[src/rtl/sac_pkg.sv]
`default_nettype none

package sac_pkg;

    // Converter geometry
    localparam int unsigned RES_W      = 10;
    localparam int unsigned CH_W       = 4;
    localparam int unsigned CKSEL_W    = 2;
    localparam logic [3:0]  CH_SELF_BIAS = 4'hf;

    // Conversion length in converter clock periods
    localparam int unsigned CONV_PERIODS = 13;
    localparam logic [3:0]  CONV_LAST    = 4'hc;

    // Converter clock dividers of the 250 MHz system clock, per selector code
    // Every code keeps the converter period at 1us or more
    localparam int unsigned CLK_MHZ  = 250;
    localparam int unsigned DIV_W    = 10;
    localparam logic [9:0]  DIV_SEL0 = 10'h0ff;
    localparam logic [9:0]  DIV_SEL1 = 10'h1ff;
    localparam logic [9:0]  DIV_SEL2 = 10'h3ff;
    localparam logic [9:0]  DIV_SEL3 = 10'h17f;

    // Reset values
    localparam logic [9:0]  RESULT_RST = 10'h000;

    typedef enum logic [2:0] {
        SAC_IDLE   = 3'h1,
        SAC_CONV   = 3'h2,
        SAC_FINISH = 3'h4
    } sac_state_type;

    // Control word written by software
    typedef struct packed {
        logic [3:0] channel_select;
        logic       eight_bit_result_mode;
        logic [1:0] clock_select;
    } sac_ctrl_type;

    // Result register image
    typedef struct packed {
        logic [7:0] result_high_reg;
        logic [7:0] result_low_reg;
    } sac_result_type;

endpackage

`default_nettype wire

[src/rtl/sac_clkdiv.sv]
`timescale 1ns/1ps
`default_nettype none

module sac_clkdiv (
    input  wire logic       i_clk,
    input  wire logic       i_rst_n,
    input  wire logic       i_restart,
    input  wire logic [1:0] i_sel,
    output logic            o_tick
);

    logic [sac_pkg::DIV_W-1:0] count;
    logic [sac_pkg::DIV_W-1:0] div_max;
    logic                      wrap;

    assign div_max = (i_sel == 2'h0) ? sac_pkg::DIV_SEL0 :
                     (i_sel == 2'h1) ? sac_pkg::DIV_SEL1 :
                     (i_sel == 2'h2) ? sac_pkg::DIV_SEL2 :
                                       sac_pkg::DIV_SEL3;
    assign wrap = (count >= div_max);

    // Restart aligns the first period to the start request
    always_ff @(posedge i_clk)
    begin
        if (!i_rst_n || i_restart)
        begin
            count  <= '0;
            o_tick <= 1'b0;
        end
        else
        begin
            count  <= wrap ? '0 : count + 1'b1;
            o_tick <= wrap;
        end
    end

endmodule

`default_nettype wire

[src/rtl/sac_core.sv]
// Operation
// - Selected input becomes 10-bit approximation code
// - Channel field routes input; 1111b self-bias
// - Start bit begins conversion, self-clears next cycle
// - Full 10-bit result across high/low registers
// - Eight-bit mode puts result in low register
// - Completion loads result, sets done and irq
// - Done bit zero during conversion, one after
// - Conversion takes thirteen converter clock periods
// - Result-high top bits mirror converter clock select
`timescale 1ns/1ps
`default_nettype none

module sac_core (
    input  wire logic                 i_clk,
    input  wire logic                 i_rst_n,
    input  wire sac_pkg::sac_ctrl_type i_ctrl,
    input  wire logic                 i_start_write,
    input  wire logic                 i_irq_ack,
    input  wire logic                 i_comparator,
    output logic                      o_conversion_start_bit,
    output logic                      o_conversion_done_status,
    output logic                      o_converter_irq_flag,
    output logic [3:0]                o_mux_select,
    output logic [9:0]                o_dac_code,
    output logic                      o_sample_hold,
    output sac_pkg::sac_result_type   o_result
);

    ////////////////////////////////////////////////////////////////////
    sac_pkg::sac_state_type state;
    sac_pkg::sac_state_type next_state;
    logic       tick;
    logic [3:0] period;
    logic [3:0] bit_idx;
    logic [9:0] trial;
    logic [9:0] next_trial;
    logic [9:0] code_now;
    logic       converting;
    logic       start_req;
    logic       approx_step;
    logic       last_period;
    logic       finish;
    logic [7:0] low_byte;
    logic [7:0] high_byte;

    assign start_req   = i_start_write && (state == sac_pkg::SAC_IDLE);
    assign converting  = (state == sac_pkg::SAC_CONV);
    assign last_period = (period == sac_pkg::CONV_LAST);
    // Periods 0 and 1 sample; 2..11 resolve one bit each, MSB first
    assign approx_step = converting && tick && (period >= 4'h2)
                         && (period <= 4'hb);
    assign bit_idx     = 4'hb - period;
    assign finish      = (state == sac_pkg::SAC_FINISH);

    always_comb
    begin
        next_trial = trial;
        if (approx_step)
        begin
            if (!i_comparator)
                next_trial[bit_idx] = 1'b0;
            if (bit_idx != 4'h0)
                next_trial[bit_idx - 4'h1] = 1'b1;
        end
    end
    assign code_now = next_trial;

    // Clock reset at start keeps the 13 periods whole
    sac_clkdiv u_clkdiv (
        .i_clk     (i_clk),
        .i_rst_n   (i_rst_n),
        .i_restart (start_req),
        .i_sel     (i_ctrl.clock_select),
        .o_tick    (tick)
    );

    always_comb
    begin
        next_state = state;
        unique case (state)
            sac_pkg::SAC_IDLE:
                if (start_req)
                    next_state = sac_pkg::SAC_CONV;
            sac_pkg::SAC_CONV:
                if (tick && last_period)
                    next_state = sac_pkg::SAC_FINISH;
            sac_pkg::SAC_FINISH:
                next_state = sac_pkg::SAC_IDLE;
            default:
                next_state = sac_pkg::SAC_IDLE;
        endcase
    end

    ////////////////////////////////////////////////////////////////////
    always_ff @(posedge i_clk)
    begin
        if (!i_rst_n)
        begin
            state  <= sac_pkg::SAC_IDLE;
            period <= 4'h0;
            trial  <= 10'h000;
        end
        else
        begin
            state  <= next_state;
            period <= start_req ? 4'h0 : (tick ? period + 4'h1 : period);
            trial  <= start_req ? 10'h200 : next_trial;
        end
    end

    always_ff @(posedge i_clk)
    begin
        if (!i_rst_n)
            o_conversion_start_bit <= 1'b0;
        else
            o_conversion_start_bit <= start_req;
    end

    always_ff @(posedge i_clk)
    begin
        if (!i_rst_n)
        begin
            o_mux_select  <= 4'h0;
            o_dac_code    <= 10'h000;
            o_sample_hold <= 1'b0;
        end
        else
        begin
            o_mux_select  <= i_ctrl.channel_select;
            o_dac_code    <= code_now;
            o_sample_hold <= start_req || (converting && period < 4'h2);
        end
    end

    // Eight-bit mode drops two LSBs into low byte
    assign low_byte  = i_ctrl.eight_bit_result_mode ? trial[9:2]
                                                    : trial[7:0];
    // Top bits carry clock select, not result
    assign high_byte = {i_ctrl.clock_select, 3'h0,
                        i_ctrl.eight_bit_result_mode,
                        i_ctrl.eight_bit_result_mode ? 2'h0 : trial[9:8]};

    always_ff @(posedge i_clk)
    begin
        if (!i_rst_n)
            o_result <= '0;
        else if (finish)
        begin
            o_result.result_low_reg  <= low_byte;
            o_result.result_high_reg <= high_byte;
        end
        else
            o_result.result_high_reg[7:5] <= {i_ctrl.clock_select, 1'b0};
    end

    always_ff @(posedge i_clk)
    begin
        if (!i_rst_n)
            o_conversion_done_status <= 1'b0;
        else if (start_req)
            o_conversion_done_status <= 1'b0;
        else if (finish)
            o_conversion_done_status <= 1'b1;
    end

    // Sticky irq, set wins over ack
    always_ff @(posedge i_clk)
    begin
        if (!i_rst_n)
            o_converter_irq_flag <= 1'b0;
        else if (finish)
            o_converter_irq_flag <= 1'b1;
        else if (i_irq_ack)
            o_converter_irq_flag <= 1'b0;
    end

    ////////////////////////////////////////////////////////////////////
    // Assertions
    property p_start_clear;
        @(posedge i_clk) disable iff (!i_rst_n)
        o_conversion_start_bit |=> !o_conversion_start_bit;
    endproperty
    a_start_clear: assert property (p_start_clear)
        else $error("start bit not self-cleared");

    property p_done_low;
        @(posedge i_clk) disable iff (!i_rst_n)
        converting |-> !o_conversion_done_status;
    endproperty
    a_done_low: assert property (p_done_low)
        else $error("done set during conversion");

    property p_finish_flags;
        @(posedge i_clk) disable iff (!i_rst_n)
        finish |=> o_conversion_done_status && o_converter_irq_flag;
    endproperty
    a_finish_flags: assert property (p_finish_flags)
        else $error("flags missing after completion");

    property p_hold;
        @(posedge i_clk) disable iff (!i_rst_n)
        !finish |=> o_result.result_low_reg
                    == $past(o_result.result_low_reg);
    endproperty
    a_hold: assert property (p_hold)
        else $error("result changed without completion");

    property p_irq_sticky;
        @(posedge i_clk) disable iff (!i_rst_n)
        o_converter_irq_flag && !i_irq_ack |=> o_converter_irq_flag;
    endproperty
    a_irq_sticky: assert property (p_irq_sticky)
        else $error("irq flag dropped without ack");

    property p_periods;
        @(posedge i_clk) disable iff (!i_rst_n)
        finish |-> period == 4'hd;
    endproperty
    a_periods: assert property (p_periods)
        else $error("conversion length wrong");

    property p_eight;
        @(posedge i_clk) disable iff (!i_rst_n)
        finish && i_ctrl.eight_bit_result_mode
        |=> o_result.result_low_reg == $past(trial[9:2]);
    endproperty
    a_eight: assert property (p_eight)
        else $error("eight-bit result misplaced");

    property p_full;
        @(posedge i_clk) disable iff (!i_rst_n)
        finish && !i_ctrl.eight_bit_result_mode
        |=> {o_result.result_high_reg[1:0], o_result.result_low_reg}
            == $past(trial);
    endproperty
    a_full: assert property (p_full)
        else $error("ten-bit result misplaced");

    property p_cksel;
        @(posedge i_clk) disable iff (!i_rst_n)
        1'b1 |=> o_result.result_high_reg[7:6] == $past(i_ctrl.clock_select);
    endproperty
    a_cksel: assert property (p_cksel)
        else $error("clock select bits not mirrored");

    c_conv: cover property (@(posedge i_clk) finish);
    c_eight: cover property (@(posedge i_clk)
        finish && i_ctrl.eight_bit_result_mode);
    c_bias: cover property (@(posedge i_clk)
        start_req && i_ctrl.channel_select == sac_pkg::CH_SELF_BIAS);

endmodule

`default_nettype wire

[config.mk]
export PLATFORM = sky130hd
export DESIGN_NAME = sac_core
export DESIGN_NICKNAME = d
export VERILOG_FILES = /design/src/rtl/sac_pkg.sv /design/src/rtl/sac_clkdiv.sv /design/src/rtl/sac_core.sv
export SDC_FILE = /design/constraint.sdc
export NUM_CORES = 1
export LEC_CHECK = 0
export BUFFER_PORTS_ARGS = -buffer_cell sky130_fd_sc_hd__buf_4
export CORE_UTILIZATION = 30
export CTS_CLUSTER_DIAMETER = 150
export DETAILED_ROUTE_END_ITERATION = 16
export PLACE_DENSITY_LB_ADDON = 0.2
export SYNTH_ARGS = -nofsm -noshare
export SYNTH_HDL_FRONTEND = slang
export SYNTH_HIERARCHICAL = 1
export SYNTH_SLANG_ARGS = --single-unit
[constraint.sdc]
create_clock -name i_clk -period 3.2 [get_ports i_clk]
set_input_delay 0.16 -clock i_clk [delete_from_list [all_inputs] [get_ports i_clk]]
set_output_delay 0.16 -clock i_clk [all_outputs]
set_load 0.1 [all_outputs]
Yosys cells after proc, flatten, opt, wreduce, memory -nomap -nowiden
Cells that the tools add are included.

storage, ports and cells
  latch bits = 0
  memory bits (writable) = 0
  memories = 0
  bits in read-only memories = 0
  flip-flop bits (word level) = 60
  output and inout bits = 34
  word-level logic and storage cells = 76
  input port bits = 12

operators by class
  divide/modulo/power cells = 0
  eq/ne operators = 8
  multipliers = 0
  multiplexer cells = 19
  $add $sub $neg = 4
  reductions and logical operators = 17
  shift operators = 0
  bitwise operators = 4
  magnitude comparators = 8

operators by type and width
  operator               count
  $mux 10                8
  $add 10x1->10 const B  1
  $and 10x10->10         1
  $ge 10x10->1           1
  $lt 4x5->1 const B     2
  $not 10->10            1
  $or 10x10->10          1
  $demux 1 s4            2
  $ge 4x1->1 const B     2
  $logic_and 1x1->1      8
  $mux 8                 1
  $mux 3                 2
  $pmux 3 s2             1
  $add 4x1->4 const B    1
  $eq 4x4->1 const B     1
  $ge 4x2->1 const B     1
  $le 4x4->1 const B     1
  $lt 4x2->1 const B     1
  $mux 1                 4
  $reduce_bool 4->1      1
  $reduce_or 2->1        2
  $sub 4x1->4 const B    1
  $sub 4x4->4 const A    1
  $eq 3x1->1 const B     1
  13 further kinds       14

Longest topological paths before layout
Gate-level depths: netlist of the first run.

  word-level depth = 13
  depth in mapped cells = 7
  gate-level depth less buffers = 6

By module
Netlist of the first run, hierarchy kept.

by module, submodules not included
  module      area an instance (um2)  cells an instance  times used  sequential area each (um2)
  sac_core    2029.4                  211                1           960.9
  sac_clkdiv  533.0                   59                 1           220.2

Worst setup path before layout of the first run
No wires, ideal clock.

  path type = register to register
  from = register period[2]
  to = register o_dac_code[3]
  setup slack = 1.433 ns
  data required time = 3.072 ns
  arrival = 1.640 ns
  stages on the path, launching flop included = 7
  period minus slack after synthesis = 1.767 ns
  path buffers = 0
  setup time = 0.128 ns
  cells stage by stage = dfxtp_1 inv_1 ha_1 nor2b_1 or4_1 a32oi_1 nor2_1

between the ends
  longest elaborated chain between the ends = 12
  elaborated cells between the ends (all ways) = 24
  those cells by class = add/sub (2); order compare (6); mux (8); bitwise (3); reduce/logical (5)

RTL lines
  item                                                 line             RTL
  start: declaration                                   sac_core.sv:34   logic [3:0] period;
  start signal: assignment                             sac_core.sv:107  period <= start_req ? 4'h0 : (tick ? period + 4'h1 : period);
  branches (longest 11 deep; another with $lt 4x5->1)  -
  $mux 10 *                                            sac_core.sv:59   if (approx_step)
  end signal: assignment                               sac_core.sv:131  o_dac_code <= code_now;
  end: declaration                                     sac_core.sv:25   output logic [9:0] o_dac_code,

Every way passes the cells marked *. The select of a mux whose other input is x is not followed.
A chain may end at the register's enable or synchronous reset.

Final worst setup path of the first run
Same ends and word-level chain as after synthesis.

==> qor.yml, run 1 <==
run_status:
  status: "completed"
logic_synthesis:
  ys.flop_type: "dfxtp_1"
  seq_area_frac_synth_pct: 46.1
  yosysUniqueCellTypes: 44
  async_flop_share_pct: 0
  synth.cell_area_mm2: 0.00256
  avgSynthCellArea_um2: 9.49
  synth_seq_cells: 59
  netlist_instances: 270
  yosysWarnings: 6
  synth_edf_count: 0
global_routing:
  grt_pass1_vias: 1820
  grt_max_degree: 24
  grt_pass1_wl_mm: 8.74
  track_usage_pct: 12.9
  antenna_found_initial: 0
  grt_overflow: 0
power:
  p_total_mw: 1.56
  leakagePower_nw: 1.23
  clockPowerShare_pct: 42.8
  ir_drop_mv: 0.170
  power_density_mw_per_mm2: 491
  switching_share_pct: 25.4
  seqPwrFrac_pct: 48.5
  p_sw_uw: 395
  combPwrFrac_pct: 8.7
  internal-power_mw: 1.16
critical_path:
  required_ps: 3400
  cp.arrival_ps: 2330
  path_class: "reg2reg"
  cp-end-kind: "register"
  cp_max_fo: 9
  startpoint_type: "register"
finish:
  nets: 343
  mostFrequentLayoutCells: "dfxtp_1, buf_4, nor2_1"
  drive_gt1_share_pct: 22.2
  final_common_cell: "dfxtp_1"
  syn_to_final_growth_pct: 23.5
  diodes: 0
  nFillCells: 871
timing:
  hold_viol: 0
  fin_crit_sh_pct: 66.5
  fin_setup_tns_ps: 0
  setup_viol: 0
  max_freq_ghz: 0.470
  rsz0062_at_grt: "no"
  slew_headroom_pct: 52.7
  fin_skew_ps: 9.49
  slew_violations: 0
  worst_pin_slew_ps: 708
  min_period_ps: 2130
clock_network:
  hold_buffers: 0
  cts_tree: "yes"
  clock_sinks: 59
  clk_pin_slew_ps: 70
  cts_setup_buffers: 0
  clock_path_buffers: 2
  clkLatencyLatePin_ps: 340
  cts_made_buffers: 9
  cts_root_buffer: "clkbuf_8"
  cts-resized-gates: 0
  htreeDepth: 3
flow_run:
  maxCapViolations: 0
floorplan:
  die-height_um: 94.4
  ioPinCount: 46
  coreArea_mm2: 0.00826
  num_rows: 33
  dieWidth_um: 94.4
  initial_core_util_pct: 31.0
  die_area_mm2: 0.00892
hold_path:
  hold_path_class: "in2reg"
place:
  routabilityCongestion: 0.783
  portBuffers: 42
  dp_hpwl_mm: 3.93
detailed_routing:
  drt-initial-drc-count: 81
  drc_errors: 0
  wl_per_cell_um: 12.7
  route.antenna.remaining_nets: 0
  firstDrtPassIters: 4
  vias_per_cell: 4.69
  routed_wl_mm: 5.40
  vias: 1995
[layout make-up]
type | instances | area, µm² | area share (%)
multi-input combinational | 191 | 1290 | 40.8
sequential | 59 | 1180 | 37.3
timing repair buffer | 44 | 330 | 10.4
clock inverter | 5 | 52.6 | 1.66
clock buffer | 11 | 141 | 4.47
inverter | 10 | 37.5 | 1.19
tap | 105 | 131 | 4.15
[Yosys cell counts (all sizes together), types with 3 or more instances]
library cell	instances	area (µm²)
a211oi	8	60.1
nor2	35	139
nand4	5	37.5
nor3	7	45.0
inv	10	37.5
clkbuf	6	23.8
o22ai	16	100
nand2	9	33.8
xnor2	9	78.8
nand2b	15	93.8
and2	8	50.1
nor2b	3	18.8
mux2i	10	100
buf	6	42.5
o21ai	13	65.1
dfxtp	59	1180
a21oi	7	35.0
ha	16	200
nand3	6	30.0
[registers in the layout, summed over array words and instances (netlist names)]
register,flops
period,4
o_sample_hold,1
o_mux_select,4
o_conversion_start_bit,1
o_dac_code,10
u_clkdiv/count,10
u_clkdiv/o_tick,1
o_converter_irq_flag,1
trial,10
state,3
o_conversion_done_status,1
o_result,13
[stage by stage]
step / worst slack, ps / area [µm²] / hold WS (ps) / util, % / cells
finish: 1070 / 3160 / 27.0 / 38.3 / 425
global placement: 1090 / 2970 / 369 / 36.0 / 409
CTS: 1080 / 3160 / 6.91 / 38.3 / 425
detailed placement: 1090 / 2970 / 375 / 36.0 / 409
floorplan: 1430 / 2570 / 287 / - / 272
global route: 945 / 3160 / 19.7 / 38.3 / 425
[worst paths after layout]
kind / slack [ps] / end / depth (start not counted) / from
worst max-delay path: 1070 / o_dac_code[3]$_SDFF_PN0_ / 6 / period[2]$_SDFFE_PP0P_
worst min-delay path: 30 / o_mux_select[0]$_SDFF_PN0_ / 2 / i_ctrl[3]
worst max register to register: 1070 / o_dac_code[3]$_SDFF_PN0_ / 6 / period[2]$_SDFFE_PP0P_
worst min register to register: 450 / u_clkdiv/count[0]$_SDFF_PP0_ / 1 / u_clkdiv/count[0]$_SDFF_PP0_
[cells by family (layout without fill, tap and decap cells)]
family                     Yosys count  after routing  synth area share [%]
muxes                               10             10                  3.91
buffers and inverters               22             70                  4.05
AOI/OAI and AO/OA                   49             49                  12.0
other                                1              3                 0.146
xor gates and xnor gates            11             11                  3.76
adders and majority gates           16             16                  7.81
DFF                                 59             59                  46.1
and+or+nand+nor                    102            102                  22.2
[power groups by stage]
stage / combinational, mW / clock (mW) / sequential (mW)
2_1_floorplan: 0.0591 / 0 / 0.818
3_3_place_gp: 0.136 / 0 / 0.771
3_5_place_dp: 0.137 / 0 / 0.771
4_1_cts: 0.137 / 0.692 / 0.754
5_1_grt: 0.143 / 0.720 / 0.754
6_report: 0.136 / 0.666 / 0.754
[metal layers]
metal | vias up | share of wire [%] | track usage [%]
met5 | - | 0 | 0
met4 | 0 | 2.3 | 6.67
met3 | 12 | 4.0 | 4.51
met2 | 34 | 47 | 20.8
met1 | 926 | 47 | 15.1
li1 | 1023 | - | -
[worst max-delay path: stages, from the launching register on]
cell     delay (ps)
dfxtp_1         470
inv_1           150
ha_1            220
nor2b_1         190
or4_1           580
a32oi_1         310
nor2_1           60
Power figures use the tool's default switching activity.
==> run 2, diff against run 1 <==
- clock period: 3.2 -> 1.9 ns (I/O delays scaled with it)
==> qor.yml, run 2 (synthesized netlist as in run 1, its figures left out) <==
place:
  pre_cts_slack_ps: 122
  portBuffers: 42
  routabilityCongestion: 0.769
  dp_hpwl_mm: 3.99
  place_inst: 421
critical_path:
  crit_cells: 8
  reg2reg_depth: 6
  crit_start: "i_ctrl[0]"
  cp_max_fo: 10
  startpoint_type: "input pin"
  crit_buf_inv: 2
  cp.arrival_ps: 2070
  critPathMaxStageDelay_ps: 600
  cp-end-kind: "register"
  required_ps: 2160
  path_cells: "dlygate4sd3_1 -> buf_4 -> nand2b_1 -> ha_1 -> nand3_1 -> nor3_2 -> or4_4 -> nor2_1"
  cp_top_family: "simple AND/OR/NAND/NOR gates"
  rr_startpoint: "period[3]$_SDFFE_PP0P_"
  path_class: "in2reg"
  slowest_stage: "or4_4"
global_routing:
  grt_pass1_vias: 1896
  grt_max_degree: 24
  antenna_found_initial: 0
  grt_pass1_wl_mm: 9.04
  grt_overflow: 0
  track_usage_pct: 13.2
finish:
  drive_gt1_share_pct: 25.4
  largest_register: "o_result"
  diodes: 0
  syn_to_final_growth_pct: 29.9
  nets: 361
  instances_no_fill: 443
  final_common_cell: "dfxtp_1"
  mostFrequentLayoutCells: "dfxtp_1, buf_4, nor2_1"
  largest_reg_flops: 13
  fin_util_pct: 40.3
timing:
  rsz0062_at_grt: "no"
  setup_viol: 0
  fin_ws_ps: 90.9
  fin_skew_ps: 10.0
  slew_violations: 0
  max_freq_ghz: 0.553
  fin_setup_tns_ps: 0
  fin_crit_sh_pct: 95.2
  min_period_ps: 1810
  hold_viol: 0
detailed_routing:
  firstDrtPassIters: 4
  wl_per_cell_um: 12.2
  vias_per_cell: 4.58
  drt-initial-drc-count: 108
  routed_wl_mm: 5.43
  vias: 2028
  drc_errors: 0
  route.antenna.remaining_nets: 0
power:
  ir_drop_mv: 0.278
  leakagePower_nw: 1.31
  power_density_mw_per_mm2: 798
flow_run:
  maxCapViolations: 0
clock_network:
  htreeDepth: 3
  cts_root_buffer: "clkbuf_8"
  clock_path_buffers: 2
  clock_sinks: 59
  cts_tree: "yes"
  clkLatencyLatePin_ps: 320
  cts_setup_buffers: 0
  cts_made_buffers: 9
  clk_pin_slew_ps: 70
floorplan:
  ioPinCount: 46
  initial_core_util_pct: 31.0
  num_rows: 33
  die_area_mm2: 0.00892
  die-height_um: 94.4
  dieWidth_um: 94.4
  coreArea_mm2: 0.00826
run_status:
  status: "completed"
hold_path:
  hold_path_class: "in2reg"
  min_path_cells: 2
  hp-start: "i_rst_n"
-- run 2: where the power goes --
group / switching [mW] / total (mW) / internal (mW)
combinational: 0.170 / 0.241 / 0.0710
clock: 0.533 / 1.14 / 0.612
sequential: 0.0128 / 1.27 / 1.26
total: 0.716 / 2.66 / 1.94
-- run 2: final cells by class --
class                      instances  area (µm²)
clock inverter                     7        76.3
fill                             842        4930
tap                              105         131
inverter                          10        37.5
multi-input combinational        191        1300
clock buffer                       9         124
timing repair buffer              62         480
sequential                        59        1180
-- run 2: path summary, 6_finish.rpt --
path / to / slack, ps
max: u_clkdiv/count[4]$_SDFF_PP0_ / 90
min: state[0]$_SDFFE_PN1P_ / 60
max reg2reg: o_dac_code[3]$_SDFF_PN0_ / 150
min reg2reg: u_clkdiv/count[0]$_SDFF_PP0_ / 450
-- run 2: timing repair --
item | 4_1_cts | 5_1_grt
hold endpoints to repair | 6 | 0
hold buffers | 6 | 0
setup endpoints to repair | 0 | 6
gates resized for setup | 0 | 2
-- run 2: metrics by stage --
step / power (mW) / cell area [µm²] / hold slack, ps
2_1_floorplan: 1.48 / 2570 / 222
3_3_place_gp: 1.53 / 3060 / 304
3_5_place_dp: 1.53 / 3060 / 306
4_1_cts: 2.70 / 3320 / 53.3
5_1_grt: 2.77 / 3330 / 72.4
6_report: 2.66 / 3330 / 64.3
-- run 2: worst register-to-register path, cell delays in order, from the launching register on --
cell	delay, ps
dfxtp_2	360
inv_1	90
ha_1	220
nor2b_1	170
or4_1	550
a32oi_2	190
nor2_1	60
-- run 2: metal layers --
| layer | part of all wire, % | track usage, % |
|---|---|---|
| met2 | 48 | 21.9 |
| met3 | 2.9 | 3.62 |
| met5 | 0 | 0 |
| met4 | 0.68 | 4.62 |
| met1 | 48 | 16.3 |
==> run 3, diff against run 2 <==
- clock period: 1.9 -> 1.58 ns (I/O delays scaled with it)
==> qor.yml, run 3 (synthesized netlist as in run 1, its figures left out) <==
finish:
  instances_no_fill: 464
  syn_to_final_growth_pct: 44.2
  nFillCells: 826
  fin_area_mm2: 0.00369
  final_common_cell: "buf_4"
  largest_register: "o_result"
  diodes: 0
  nets: 382
  largest_reg_flops: 13
  drive_gt1_share_pct: 37.0
  fin_util_pct: 44.7
  mostFrequentLayoutCells: "buf_4, dfxtp_1, nor2_1"
global_routing:
  grt_pass1_vias: 2072
  use_met2_pct: 24.4
  grtUsageMet3_pct: 3.86
  track_usage_pct: 14.5
  grt.busiest_layer: "met2"
  grt_max_degree: 24
  grt_overflow: 0
  met1_usage_pct: 17.1
  grt_pass1_wl_mm: 9.81
  antenna_found_initial: 0
place:
  portBuffers: 42
  dp_hpwl_mm: 4.21
  place_inst: 438
  routabilityCongestion: 0.814
  place_area_mm2: 0.00322
  pre_cts_slack_ps: -56.3
detailed_routing:
  drt-initial-drc-count: 76
  firstDrtPassIters: 6
  route.antenna.remaining_nets: 0
  wl_per_cell_um: 12.6
  routed_wl_mm: 5.83
  vias_per_cell: 4.60
  vias: 2133
  drc_errors: 0
clock_network:
  clk_pin_slew_ps: 70
  htreeDepth: 3
  cts_tree: "yes"
  clock_sinks: 59
  cts_root_buffer: "clkbuf_8"
  clkLatencyLatePin_ps: 340
  clock_path_buffers: 2
  cts_made_buffers: 9
critical_path:
  cp-end-kind: "register"
  path_cells: "inv_4 -> ha_4 -> nor2b_4 -> or4_4 -> a32oi_2 -> nor2_1"
  crit_buf_inv: 1
  cp.arrival_ps: 1810
  startpoint_type: "register"
  slowest_stage: "or4_4"
  critPathMaxStageDelay_ps: 510
  required_ps: 1800
  path_class: "reg2reg"
  cp_top_family: "simple AND/OR/NAND/NOR gates"
  cp_max_fo: 4
timing:
  hold_viol: 0
  fin_skew_ps: 7.36
  setup_viol: 2
  min_period_ps: 1590
  slew_violations: 0
  max_freq_ghz: 0.629
  rsz0062_at_grt: "yes"
  fin_crit_sh_pct: 101
  fin_ws_ps: -10.9
  hold_ws_ps: 41.0
power:
  ir_drop_mv: 0.426
  power_density_mw_per_mm2: 951
  leakagePower_nw: 1.51
floorplan:
  dieWidth_um: 94.4
  coreArea_mm2: 0.00826
  initial_core_util_pct: 31.0
  num_rows: 33
  ioPinCount: 46
  die-height_um: 94.4
  die_area_mm2: 0.00892
hold_path:
  hold_path_class: "in2reg"
flow_run:
  maxCapViolations: 0
run_status:
  violations: "negative setup slack"
  status: "complete, but fails checks"
## run 3: cell count changes in the layout (fill, tap and decap cells not counted), moves of 3 or more
cell and change:
buf_4 +18, o21ai_0 -11, o21ai_1 +8, dfxtp_1 -7, dfxtp_2 +4, ha_1 -4
dfxtp_4 +3, ha_4 +3
## run 3: final timing paths
path | depth (start not counted) | to | slack [ps] | from
min reg2reg | 1 | u_clkdiv/count[0]$_SDFF_PP0_ | 450 | u_clkdiv/count[0]$_SDFF_PP0_
min | 4 | o_converter_irq_flag$_SDFFE_PN0P_ | 40 | i_irq_ack
max | 6 | o_dac_code[3]$_SDFF_PN0_ | -10 | period[3]$_SDFFE_PP0P_
max reg2reg | 6 | o_dac_code[3]$_SDFF_PN0_ | -10 | period[3]$_SDFFE_PP0P_
## run 3: layer usage
layer	up-vias	wire length [µm]	part of all wire (%)
met1	973	2700	46
met4	0	108	1.9
met5	-	0	0
met2	38	2780	48
met3	9	238	4.1
li1	1113	-	-
## run 3: timing repair
action	in CTS	in global routing
hold endpoints to repair	6	0
gates cloned	1	0
pin swaps	5	9
resized for setup	9	35
setup endpoints to repair	16	30
buffers inserted	1	2
hold buffers	6	0
## run 3: final cells by class
class	instances	area [µm²]	share of cell area, %
Multi-Input combinational cell	192	1430	38.8
Clock inverter	5	100	2.71
Inverter	10	42.5	1.15
Timing Repair Buffer	82	647	17.5
Tap cell	105	131	3.56
Clock buffer	11	141	3.83
Sequential cell	59	1200	32.4
## run 3: worst register-to-register path, stage by stage (launching register included)
cell and delay, ps:
dfxtp_4 400, inv_4 50, ha_4 150, nor2b_4 130, or4_4 510, a32oi_2 180
nor2_1 70
## run 3: stage by stage
step / total power, mW / TNS, ps
2_1_floorplan: 1.77 / -20.1
3_3_place_gp: 1.85 / -173
3_5_place_dp: 1.85 / -186
4_1_cts: 3.56 / -65.6
5_1_grt: 3.63 / -443
6_report: 3.51 / -17.6
## run 3: where the power goes
part	internal (mW)	switching [mW]
combinational	0.0984	0.211
sequential	1.51	0.0139
clock	1.09	0.594
